$ cat src/hdl/tio_pkg.sv
package tio_pkg;
    // processor bus widths
    localparam int DATA_W    = 8;
    localparam int ADDR_W    = 16;
    // io port numbers
    localparam logic [7:0] PORT_XCVR  = 8'h00;
    localparam logic [7:0] PORT_CTRL  = 8'h01;
    localparam logic [7:0] PORT_KBD   = 8'h02;
    localparam logic [7:0] PORT_PANEL = 8'h03;
    localparam logic [7:0] PORT_BP_LO = 8'h04;
    localparam logic [7:0] PORT_BP_HI = 8'h06;
    localparam logic [7:0] PORT_CLR   = 8'h07;
    // on-board memory map
    localparam logic [15:0] ROM_BASE  = 16'h0000;
    localparam logic [15:0] ROM_END   = 16'h0fff;
    localparam logic [15:0] EROM_BASE = 16'h1000;
    localparam logic [15:0] EROM_END  = 16'h13ff;
    localparam logic [15:0] RAM_BASE  = 16'h1400;
    localparam logic [15:0] RAM_END   = 16'h15ff;
    localparam int          RAM_BYTES = 512;
    localparam int          RAM_AW    = 9;
    // interrupt status / enable bit positions
    localparam int IRQ_RX   = 0;
    localparam int IRQ_TX   = 1;
    localparam int IRQ_KBD  = 2;
    localparam int IRQ_RTC  = 3;
    localparam int IRQ_EXT  = 4;
    localparam int IRQ_N    = 5;
    localparam int EN_W     = 4;
    // control port fields
    localparam int         BAUD_LSB = 4;
    localparam int         BAUD_W   = 4;
    localparam logic [7:0] CTRL_RST = 8'h00;
    // synchroniser lanes
    localparam int SY_KBD  = 0;
    localparam int SY_RX   = 1;
    localparam int SY_TX   = 2;
    localparam int SY_EXTN = 3;
    localparam int SY_HOLD = 4;
    localparam int SY_N    = 5;
    localparam logic [4:0] SY_RST = 5'h08;
    // real-time clock one-shot
    localparam int RTC_MS      = 10;
    localparam int CLK_KHZ     = 50000;
    localparam int RTC_CYCLES  = RTC_MS * CLK_KHZ;
    localparam int RTC_CNT_W   = 20;
    // restart opcode that enters the service routine at 56
    localparam logic [15:0] VEC_ADDR   = 16'h0038;
    localparam logic [7:0]  VEC_OPCODE = 8'hff;

    typedef enum logic [2:0] {
        SEL_NONE   = 3'b000,
        SEL_ROM    = 3'b001,
        SEL_EROM   = 3'b010,
        SEL_XCVR   = 3'b011,
        SEL_PANEL  = 3'b100,
        SEL_BPPORT = 3'b101,
        SEL_BPMEM  = 3'b110
    } tio_sel_type;

    typedef struct packed {
        tio_sel_type      sel;
        logic             rd;
        logic             wr;
        logic [15:0]      addr;
        logic [7:0]       wdata;
    } tio_ext_type;
endpackage : tio_pkg

$ cat src/hdl/tio_top.sv
`timescale 1ns/100ps
module tio_top #(
    parameter int RTC_CYCLES = tio_pkg::RTC_CYCLES
) (
    input  wire logic                core_clk,
    input  wire logic                rst_n,
    input  wire logic [15:0]         bus_addr,
    input  wire logic                bus_io,
    input  wire logic                bus_inta,
    input  wire logic [7:0]          bus_wdata,
    input  wire logic                bus_wr,
    input  wire logic                bus_rd,
    output logic      [7:0]          bus_rdata,
    output logic                     irq,
    output logic                     cpu_hold,
    output logic      [3:0]          baud_sel,
    output tio_pkg::tio_ext_type     ext_cmd,
    input  wire logic [7:0]          ext_rdata,
    input  wire logic [7:0]          kbd_data,
    input  wire logic                kbd_strobe,
    input  wire logic                xcvr_rx_ready,
    input  wire logic                xcvr_tx_empty,
    input  wire logic                external_interrupt_request_n,
    input  wire logic                dma_hold_req
);
    typedef struct packed {
        logic [tio_pkg::SY_N-1:0]  s1;
        logic [tio_pkg::SY_N-1:0]  s2;
        logic [tio_pkg::SY_N-1:0]  prv;
        logic [7:0]                ctrl;
        logic [7:0]                kbd;
        logic [7:0]                kd1;
        logic [7:0]                kd2;
        logic [tio_pkg::IRQ_N-1:0] status;
        logic                      irq;
        logic                      hold;
        logic                      started;
        tio_pkg::tio_ext_type      ext;
    } tio_state_type;

    tio_state_type st_r;
    tio_state_type st_nxt;
    logic [1:0]    rst_sync_r;
    logic          rst_core_n;
    logic          rtc_done;
    logic          rtc_trig;
    logic          ram_hit;
    logic          ram_we;
    logic [7:0]    bypass;

    // reset released through two flops
    always_ff @(posedge core_clk or negedge rst_n)
    begin
        if (!rst_n)
        begin
            rst_sync_r <= 2'b00;
        end
        else
        begin
            rst_sync_r <= {rst_sync_r[0], 1'b1};
        end
    end
    assign rst_core_n = rst_sync_r[1];

    // decode and status next state
    always_comb
    begin
        logic                      is_rd;
        logic                      is_wr;
        logic [7:0]                port;
        logic [tio_pkg::SY_N-1:0]  rise;
        logic [tio_pkg::IRQ_N-1:0] set;
        logic [tio_pkg::IRQ_N-1:0] clr;
        tio_pkg::tio_sel_type      sel;
        is_rd    = bus_rd && !bus_inta;
        is_wr    = bus_wr;
        port     = bus_addr[7:0];
        rise     = st_r.s2 & ~st_r.prv;
        set      = '0;
        clr      = '0;
        sel      = tio_pkg::SEL_NONE;
        ram_hit  = 1'b0;
        bypass   = 8'h00;
        rtc_trig = 1'b0;
        st_nxt   = st_r;
        // pin inputs pass two flops before use
        st_nxt.s1  = {dma_hold_req, external_interrupt_request_n,
                      xcvr_tx_empty, xcvr_rx_ready, kbd_strobe};
        st_nxt.s2  = st_r.s1;
        st_nxt.prv = st_r.s2;
        // keyboard bus follows the strobe through two flops
        st_nxt.kd1 = kbd_data;
        st_nxt.kd2 = st_r.kd1;
        st_nxt.ext.rd = 1'b0;
        st_nxt.ext.wr = 1'b0;
        if (bus_io)
        begin
            if (port == tio_pkg::PORT_XCVR)
            begin
                sel = tio_pkg::SEL_XCVR;
            end
            else if (port == tio_pkg::PORT_PANEL)
            begin
                sel = tio_pkg::SEL_PANEL;
            end
            else if (port >= tio_pkg::PORT_BP_LO && port <= tio_pkg::PORT_BP_HI)
            begin
                sel = tio_pkg::SEL_BPPORT;
            end
        end
        else
        begin
            if (bus_addr <= tio_pkg::ROM_END)
            begin
                sel = tio_pkg::SEL_ROM;
            end
            else if (bus_addr >= tio_pkg::EROM_BASE && bus_addr <= tio_pkg::EROM_END)
            begin
                sel = tio_pkg::SEL_EROM;
            end
            else if (bus_addr >= tio_pkg::RAM_BASE && bus_addr <= tio_pkg::RAM_END)
            begin
                ram_hit = bus_rd && !bus_inta;
            end
            else
            begin
                sel = tio_pkg::SEL_BPMEM;
            end
        end
        // off-board strobes, one cycle after the request
        if ((is_rd || is_wr) && sel != tio_pkg::SEL_NONE)
        begin
            st_nxt.ext.sel   = sel;
            st_nxt.ext.rd    = is_rd;
            st_nxt.ext.wr    = is_wr;
            st_nxt.ext.addr  = bus_addr;
            st_nxt.ext.wdata = bus_wdata;
        end
        // read data for everything but on-board ram
        if (bus_rd && bus_inta)
        begin
            bypass = tio_pkg::VEC_OPCODE;
        end
        else if (bus_io && port == tio_pkg::PORT_CTRL)
        begin
            bypass = 8'(st_r.status);
        end
        else if (bus_io && port == tio_pkg::PORT_KBD)
        begin
            bypass = st_r.kbd;
        end
        else if (sel != tio_pkg::SEL_NONE)
        begin
            bypass = ext_rdata;
        end
        if (is_wr && bus_io && port == tio_pkg::PORT_CTRL)
        begin
            st_nxt.ctrl = bus_wdata;
        end
        if (is_wr && bus_io && port == tio_pkg::PORT_CLR)
        begin
            clr = bus_wdata[tio_pkg::IRQ_N-1:0];
        end
        if (is_rd && bus_io && port == tio_pkg::PORT_XCVR)
        begin
            clr[tio_pkg::IRQ_RX] = 1'b1;
        end
        if (is_wr && bus_io && port == tio_pkg::PORT_XCVR)
        begin
            clr[tio_pkg::IRQ_TX] = 1'b1;
        end
        if (is_rd && bus_io && port == tio_pkg::PORT_KBD)
        begin
            clr[tio_pkg::IRQ_KBD] = 1'b1;
        end
        if (rise[tio_pkg::SY_KBD])
        begin
            st_nxt.kbd = st_r.kd2;
        end
        set[tio_pkg::IRQ_RX]  = rise[tio_pkg::SY_RX];
        set[tio_pkg::IRQ_TX]  = rise[tio_pkg::SY_TX];
        set[tio_pkg::IRQ_KBD] = rise[tio_pkg::SY_KBD];
        set[tio_pkg::IRQ_RTC] = rtc_done;
        set[tio_pkg::IRQ_EXT] = !st_r.s2[tio_pkg::SY_EXTN];
        // set wins over clear
        st_nxt.status = (st_r.status & ~clr) | set;
        // one-shot armed at start and on clear of its bit
        st_nxt.started = 1'b1;
        rtc_trig = !st_r.started || clr[tio_pkg::IRQ_RTC];
        st_nxt.irq = |(st_r.status[tio_pkg::EN_W-1:0] & st_r.ctrl[tio_pkg::EN_W-1:0])
                   || st_r.status[tio_pkg::IRQ_EXT];
        st_nxt.hold = st_r.s2[tio_pkg::SY_HOLD];
    end

    assign ram_we = bus_wr && !bus_io && bus_addr >= tio_pkg::RAM_BASE
                    && bus_addr <= tio_pkg::RAM_END;

    // state register
    always_ff @(posedge core_clk or negedge rst_core_n)
    begin
        if (!rst_core_n)
        begin
            st_r         <= '0;
            st_r.s1      <= tio_pkg::SY_RST;
            st_r.s2      <= tio_pkg::SY_RST;
            st_r.prv     <= tio_pkg::SY_RST;
            st_r.ctrl    <= tio_pkg::CTRL_RST;
            st_r.ext.sel <= tio_pkg::SEL_NONE;
        end
        else
        begin
            st_r <= st_nxt;
        end
    end

    // on-board ram; its read register also carries all other read data
    tio_ram #(
        .AW    (tio_pkg::RAM_AW),
        .DEPTH (tio_pkg::RAM_BYTES)
    ) u_ram (
        .core_clk (core_clk),
        .we       (ram_we),
        .hit      (ram_hit),
        .addr     (bus_addr[tio_pkg::RAM_AW-1:0]),
        .wdata    (bus_wdata),
        .bypass   (bypass),
        .rdata_r  (bus_rdata)
    );

    // real-time clock one-shot
    tio_rtc #(
        .CYCLES (RTC_CYCLES),
        .CW     (tio_pkg::RTC_CNT_W)
    ) u_rtc (
        .core_clk (core_clk),
        .rst_n    (rst_core_n),
        .trig     (rtc_trig),
        .done_r   (rtc_done)
    );

    // outputs straight from state flops
    assign irq      = st_r.irq;
    assign cpu_hold = st_r.hold;
    assign baud_sel = st_r.ctrl[tio_pkg::BAUD_LSB +: tio_pkg::BAUD_W];
    assign ext_cmd  = st_r.ext;
endmodule : tio_top

$ cat src/hdl/tio_ram.sv
`timescale 1ns/100ps
module tio_ram #(
    parameter int AW    = 9,
    parameter int DEPTH = 512
) (
    input  wire logic          core_clk,
    input  wire logic          we,
    input  wire logic          hit,
    input  wire logic [AW-1:0] addr,
    input  wire logic [7:0]    wdata,
    input  wire logic [7:0]    bypass,
    output logic      [7:0]    rdata_r
);
    logic [7:0] mem [DEPTH];

    // byte array write, read port registered; bypass loads when not a ram hit
    always_ff @(posedge core_clk)
    begin
        if (we)
        begin
            mem[addr] <= wdata;
        end
        rdata_r <= hit ? mem[addr] : bypass;
    end
endmodule : tio_ram

$ cat src/hdl/tio_rtc.sv
`timescale 1ns/100ps
module tio_rtc #(
    parameter int CYCLES = 500000,
    parameter int CW     = 20
) (
    input  wire logic core_clk,
    input  wire logic rst_n,
    input  wire logic trig,
    output logic      done_r
);
    typedef struct packed {
        logic          run;
        logic [CW-1:0] cnt;
        logic          done;
    } tio_rtc_state_type;

    tio_rtc_state_type st_r;
    tio_rtc_state_type st_nxt;

    // one-shot: trigger restarts the count, pulse when it runs out
    always_comb
    begin
        st_nxt      = st_r;
        st_nxt.done = 1'b0;
        if (trig)
        begin
            st_nxt.run = 1'b1;
            st_nxt.cnt = CW'(CYCLES - 1);
        end
        else if (st_r.run)
        begin
            if (st_r.cnt == '0)
            begin
                st_nxt.run  = 1'b0;
                st_nxt.done = 1'b1;
            end
            else
            begin
                st_nxt.cnt = st_r.cnt - 1'b1;
            end
        end
    end

    always_ff @(posedge core_clk or negedge rst_n)
    begin
        if (!rst_n)
        begin
            st_r <= '0;
        end
        else
        begin
            st_r <= st_nxt;
        end
    end

    assign done_r = st_r.done;
endmodule : tio_rtc

$ cat config.mk
export PLATFORM = sky130hd
export DESIGN_NAME = tio_top
export DESIGN_NICKNAME = d
export VERILOG_FILES = /design/src/hdl/tio_pkg.sv /design/src/hdl/tio_top.sv /design/src/hdl/tio_ram.sv /design/src/hdl/tio_rtc.sv
export SDC_FILE = /design/constraint.sdc
export NUM_CORES = 2
export LEC_CHECK = 0
export ABC_CLOCK_PERIOD_IN_PS = 4800
export CAP_MARGIN = 20
export CORE_ASPECT_RATIO = 1.4
export CORE_UTILIZATION = 45
export CTS_BUF_LIST = sky130_fd_sc_hd__clkbuf_8
export DETAILED_ROUTE_END_ITERATION = 7
export DONT_BUFFER_PORTS = 1
export PLACE_DENSITY_LB_ADDON = 0.25
export SYNTH_ARGS = -nofsm -noshare
export SYNTH_HDL_FRONTEND = slang
export SYNTH_SLANG_ARGS = --single-unit
$ cat constraint.sdc
create_clock -name core_clk -period 4.8 [get_ports core_clk]
set_input_delay 0.24 -clock core_clk [delete_from_list [all_inputs] [get_ports core_clk]]
set_output_delay 0.24 -clock core_clk [all_outputs]
set_load 0.02 [all_outputs]
Word-level counts from Yosys, hierarchy flattened
Memories as Yosys holds them, arrays and structs flattened.
Cells that the tools add are included.
{"block": "classes", "n_reduce_logical": 31, "bitwise_logic": 6, "magnitude_cmp": 7, "add_sub_neg": 1, "n_shift": 0, "div_mod_pow": 0, "n_mul": 0, "mux": 29, "eq_ne": 5}
{"operator": "$mux 8", "count": 5}
{"operator": "$ge 16x13->1 const B", "count": 2}
{"operator": "$le 16x13->1 const B", "count": 2}
{"operator": "$mux 26", "count": 1}
{"operator": "$mux 22", "count": 1}
{"operator": "$mux 21", "count": 1}
{"operator": "$mux 3", "count": 7}
{"operator": "$logic_not 20->1", "count": 1}
{"operator": "$mux 20", "count": 1}
{"operator": "$sub 20x1->20 const B", "count": 1}
{"operator": "$logic_and 1x1->1", "count": 18}
{"operator": "$eq 8x2->1 const B", "count": 2}
{"operator": "$le 16x12->1 const B", "count": 1}
{"operator": "$mux 1", "count": 12}
{"operator": "$eq 8x1->1 const B", "count": 1}
{"operator": "$eq 8x3->1 const B", "count": 1}
{"operator": "$ge 8x3->1 const B", "count": 1}
{"operator": "$le 8x3->1 const B", "count": 1}
{"operator": "$logic_not 8->1", "count": 1}
{"operator": "$and 5x5->5", "count": 1}
{"operator": "$mux 5", "count": 1}
{"operator": "$not 5->5", "count": 1}
{"operator": "$or 5x5->5", "count": 1}
{"operator": "$and 4x4->4", "count": 1}
{"operator": "9 further kinds", "count": 14}
{"block": "totals", "inputBits": 51, "rom_bits": 0, "memories": 1, "word_cells": 101, "out_inout_bits": 43, "mem_bits_rw": 4096, "latch_bits": 0, "reg_bits": 114}
{"memory": "u_ram.mem", "depth": 512, "width": 8, "read_ports": 1, "rd_ports_with_merged_regs": 0, "wr": 1, "line_no": "tio_ram.sv:14", "source": "logic [7:0] mem [DEPTH];"}

Longest topological paths before layout
{"block": "depth", "word_depth": 12, "depth_mapped": 14, "depth_no_buf": 7}

Hierarchy
A second synthesis with hierarchy kept.
{"block": "unflattened", "cells_unflattened": 7809, "area_unflattened_um2": 164007.3}
{"module": "tio_ram", "area_per_inst_um2": 159301.5, "cells_each": 7421, "n_inst": 1, "seq_area_each_um2": 123158.1}
{"module": "tio_top", "area_per_inst_um2": 3462.1, "cells_each": 256, "n_inst": 1, "seq_area_each_um2": 2104.5}
{"module": "tio_rtc", "area_per_inst_um2": 1243.7, "cells_each": 132, "n_inst": 1, "seq_area_each_um2": 550.5}

Worst setup path after synthesis
No wires, ideal clock.
{"block": "synth_timing", "path_kind": "in2reg", "startpoint": "input bus_addr[0]", "endpoint": "memory u_ram.mem[208][0], enable pin", "cell_stages": 12, "setup_slack_ns": 1.870, "arrival_ns": 2.559, "setup_time_ns": 0.370, "path_buffers": 9, "t_required_ns": 4.430, "path_cell_list": "buf_6 -> buf_12 -> buf_12 -> buf_12 -> buf_6 -> buf_4 -> buf_4 -> buf_2 -> nor3_1 -> nand2_1 -> clkbuf_1 -> nor2_1"}
{"block": "synth_via", "elab_chain_cells": 5, "word_cells_on_any_way": 6, "cone_classes": "2 x order compare; 2 x mux; 2 x reduce/logical"}
{"element": "start, declared", "line_no": "tio_top.sv:7", "source": "input wire logic [15:0] bus_addr,"}
{"element": "$ge 16x13->1", "line_no": "tio_top.sv:195", "source": "assign ram_we = bus_wr && !bus_io && bus_addr >= tio_pkg::RAM_BASE"}
{"element": "$logic_and 1x1->1", "line_no": "tio_top.sv:195"}
{"element": "$logic_and 1x1->1", "line_no": "tio_top.sv:196", "source": "&& bus_addr <= tio_pkg::RAM_END;"}
{"element": "$mux 1", "line_no": "tio_ram.sv:19", "source": "if (we)"}
{"element": "$mux 1 (not written as such)", "line_no": "tio_ram.sv:21", "source": "mem[addr] <= wdata;"}
{"element": "end, declared", "line_no": "tio_ram.sv:14"}
Parallel ways exist; a longest one is shown, timed or not.

Final worst setup path
{"block": "layout_timing", "startpoint": "input bus_addr[2]", "endpoint": "register st_r, in the netlist ext_cmd[23]"}
{"block": "layout_via", "elab_chain_cells": 8, "word_cells_on_any_way": 21, "cone_classes": "7 x order compare; 1 x eq/ne; 7 x mux; 6 x reduce/logical"}
{"element": "$ge 16x13->1 (tied with other cells)", "line_no": "tio_top.sv:121", "source": "else if (bus_addr >= tio_pkg::RAM_BASE && bus_addr <= tio_pkg::RAM_END)"}
{"element": "$logic_and 1x1->1 (on tied branches)", "line_no": "tio_top.sv:121, tio_top.sv:106"}
{"element": "$mux 3 (on tied branches)", "line_no": "tio_top.sv:121, tio_top.sv:106"}
{"element": "$mux 3 (on tied branches)", "line_no": "tio_top.sv:117, tio_top.sv:102"}
{"element": "$mux 3 (on tied branches)", "line_no": "tio_top.sv:113, tio_top.sv:98"}
{"element": "$mux 3 (*)", "line_no": "tio_top.sv:96", "source": "if (bus_io)"}
{"element": "$reduce_bool 3->1 (*)", "line_no": "tio_top.sv:131", "source": "if ((is_rd || is_wr) && sel != tio_pkg::SEL_NONE)"}
{"element": "$logic_and 1x1->1 (*)", "line_no": "tio_top.sv:131"}
{"element": "end signal, assigned", "line_no": "tio_top.sv:212", "source": "st_r <= st_nxt;"}
{"element": "end, declared", "line_no": "tio_top.sv:41", "source": "tio_state_type st_r;"}
Every way passes the cells marked *; elsewhere a longest branch is shown, timed or not.
A chain may end at the register's enable or synchronous reset.

==> run_results.csv <==
group,metric,value,unit
status,status,"complete, but fails checks",
status,violations,"hold timing, slew limit",
pwr,seqPwrFrac,56.7,%
clock_network,cts_tree,"yes",
critical_path,start_kind,"primary input",
pwr,power_leakage,0.0592,uW
global_route,overflow,0,
synth,synth_sequential_area_ratio,76.9,%
floorplan,rows,261,
pwr,swShare,22.8,%
synth,synth_edf_count,4096,
critical_path,crit_top_cell,"dlygate4sd3_1",
clock_network,numCtsBuffers,600,
synth,synthCells,7832,
critical_path,critPathMaxFanout,335,
pwr,ir_drop,0.253,mV
sta,layout_worst_path_cycle_share,94.9,%
detailed_routing,via_per_inst,6.36,
place,place_area,172000,um2
sta,skew,62.5,ps
worst_hold_path,hp-class,"primary input to register",
pwr,p_int,55200,uW
global_route,grt_pass1_wl,702000,um
cells_and_area,final_cells,13840,
sta,fin_hold_ws,-510,ps
synth,ys_warn_count,0,
clock_network,clkLatencyLatePin,1130,ps
clock_network,ctsLongestPathBuffers,4,
clock_network,cts_max_level,6,
pwr,p_switching,16300,uW
critical_path,required,5790,ps
critical_path,arrival,5540,ps
pwr,p_per_area,386,nW/um2
sta,fin_crit,4560,ps
clock_network,clkTransAtPathRegs,60,ps
detailed_routing,drtAntennaViolNets,0,
place,dp_cells,12603,
flow_run,max_cap_viol_count,0,
clock_network,root_buffer,"clkbuf_8",
sta,fmax,0.219,GHz
sta,worst_pin_slew,1580,ps
global_route,grt_pass1_vias,87421,
cells_and_area,drive_above_1_share,27.0,%
critical_path,cp-end-kind,"register",
sta,finalHoldViolations,204,
detailed_routing,avgRoutedWirePerCell,37.1,um
pwr,power.total,71500,uW
synth,yosys.area.top_type,"edfxtp_1",
floorplan,die_y,715,um
cells_and_area,fin_nets,8678,
global_route,grt_max_degree,1098,
synth,avgSynthCellArea,20.9,um2
synth,synthTopCellsByArea,"edfxtp_1 75%, mux4_2 13%, mux2i_1 1.8%, dfrtp_1 1.6%, nor2_1 1.4%",
synth,ys_ff_latch,4210,
detailed_routing,drt_pre_antenna_iters,8,
place,portBuffers,0,
synth,ys_async_sr_fraction,2.52,%
critical_path,crit_slowest_cell,"dlygate4sd3_1",
cells_and_area,utilization,51.3,%
cells_and_area,fin_area,185000,um2
floorplan,core-area,361000,um2
pwr,clockPowerShare,38.0,%
critical_path,cpPeakStageDelay,650,ps
detailed_routing,vias,88028,
critical_path,crit_type,"primary input to register",
critical_path,path_cells,"dlygate4sd3_1 -> buf_12 -> nor2_4 -> nand4_1 -> dlygate4sd3_1 -> nor3_1 -> dlygate4sd3_1 -> o21bai_1 -> or3_1 -> o21a_1 -> buf_4 -> mux2_2 -> dlygate4sd3_1",
clock_network,clkSinkCount,4210,
sta,rsz0062_at_grt,"no",
floorplan,die_area,366000,um2
detailed_routing,drt-total-wl,514000,um
synth,yosysUniqueCellTypes,87,
place,hpwl,292000,um
global_route,antenna_found_initial,41,
detailed_routing,route.detailed.drc,0,
sta,maxSlewViolCount,125,
clock_network,cts_setup_buffers,0,
global_route,grt_usage,27.6,%
cells_and_area,area_growth,13.2,%
synth,netlist_area,164000,um2
floorplan,pin_count,94,
synth,synth_top_flop_cell,"edfxtp_1",
place,gp_congestion,0.909,
sta,max-slew-margin-rel,-5.03,%
floorplan,initial_core_util,45.3,%
detailed_routing,drt_iter0_drc,12504,
floorplan,die_w,511,um
synth,synth_top_area_share,75.2,%
pwr,combPwrFrac,5.4,%
cells_and_area,fillers,28395,
sta,setup_viol,0,
-- Yosys cell counts (all sizes together), types with 11 or more instances --
cell and count:
a211oi 24, a21oi 73, a221oi 46, a22o 16, a22oi 87, a31oi 44, a32oi 16, and2 11
and3 18, buf 310, clkbuf 208, dfrtp 104, edfxtp 4096, inv 11, mux2 55, mux2i 290
mux4 979, nand2 275, nand2b 11, nand3 101, nand4 41, nor2 598, nor2b 16, nor3 38
nor4 16, o211ai 24, o21ai 64, o22ai 79, o32ai 13, or3 13
-- state kept, by name, indices dropped and copies added (netlist names) --
signal         count
baud_sel           4
cpu_hold           1
ext_cmd           29
irq                1
rst_sync_r         2
st_nxt            18
st_r              29
u_ram.mem       4096
u_ram.rdata_r      8
u_rtc.done_r       1
u_rtc.st_r        21
-- cell families (layout without fill, tap and decap cells) --
logic type / count (synthesis) / after routing / synth area share [%]
muxes: 1324 / 1324 / 15.7
xor gates and xnor gates: 14 / 14 / 0.0750
buffers and inverters: 530 / 1782 / 1.72
and+or+nand+nor: 1175 / 1175 / 3.10
other: 1 / 23 / 0.00229
DFF: 4210 / 4210 / 76.9
adders and majority gates: 2 / 2 / 0.0138
AOI/OAI and AO/OA: 576 / 576 / 2.49
-- stage by stage --
step | setup WS [ps] | hold slack, ps | TNS, ps
finish | 243 | -510 | 0
global placement | -2300 | -55.5 | -11230
CTS | 114 | -799 | 0
floorplan | 1630 | -55.6 | 0
global route | 74.2 | -659 | 0
detailed placement | -1720 | -55.5 | -9450
-- power by group through the flow --
stage,Combinational [uW],Sequential (uW),Clock [uW]
after floorplan,1930,41200,0
after global placement,2770,41300,0
after detailed placement,2780,41300,0
after CTS,2970,40500,27300
after global routing,3910,40500,28800
final,3840,40500,27100
-- repair_timing --
| action | CTS | global route |
|---|---|---|
| endpoints found under the setup margin | 2 | 3 |
| gates resized for setup | 0 | 0 |
| hold buffers | 112 | 15 |
| cloned | 3 | 1 |
| pin swaps | 0 | 0 |
| hold endpoints to repair | 4383 | 1603 |
-- cell type report --
| class | count | area (um2) | area share, % |
|---|---|---|---|
| repair buffers | 709 | 6970 | 3.77 |
| well taps | 4734 | 5920 | 3.20 |
| multi-input cells | 3093 | 35200 | 19.0 |
| diodes | 21 | 52.6 | 0.0284 |
| inverters | 12 | 57.6 | 0.0311 |
| clock buffers | 639 | 8790 | 4.75 |
| flip-flops and latches | 4210 | 126000 | 67.9 |
| clock inverters | 422 | 2330 | 1.26 |
-- cell usage in the layout (no fill, tap or decap), drive strengths merged, types with 38 or more instances in the layout --
master and n:
mux4 979, dlygate4sd3 112, mux2 55, dfrtp 104
buf 593, clkinv 212, clkbuf 640, nand2 275
a31oi 44, nand4 41, mux2i 290, nor3 38
nand3 101, a21oi 73, nor2 598, edfxtp 4096
inv 184, o21ai 64, a221oi 46, a22oi 87
o22ai 79
-- worst max-delay path: cells and delay by family --
kind,cells,cell delay (ps)
simple gates,4,1380
compound gates,2,380
mux,1,380
buf+inv,6,3070
-- path summary, 6_finish.rpt --
| check | from | end | slack, ps | cells after the start |
|---|---|---|---|---|
| worst max register to register | u_ram.mem[419][1] | u_ram.rdata_r[1] | 1400 | 7 |
| worst min-delay path | bus_wdata[6] | u_ram.mem[457][6] | -510 | 0 |
| worst min register to register | rst_sync_r[1] | st_r[39] | 250 | 0 |
| max in group asynchronous | rst_sync_r[1] | u_rtc.st_r[4] | 3210 | 1 |
| worst max-delay path | bus_addr[2] | ext_cmd[23] | 240 | 13 |
| min in group asynchronous | rst_sync_r[1] | st_r[39] | 250 | 0 |
-- routing by layer --
| layer | wire length, um | share of wire (%) | track usage [%] |
|---|---|---|---|
| met3 | 53700 | 10 | 6.18 |
| met4 | 34000 | 6.6 | 16.7 |
| met1 | 180000 | 35 | 34.4 |
| met5 | 48 | 0.0093 | 0 |
| met2 | 247000 | 48 | 44.3 |
No activity file was read; power rests on OpenSTA's default activity.
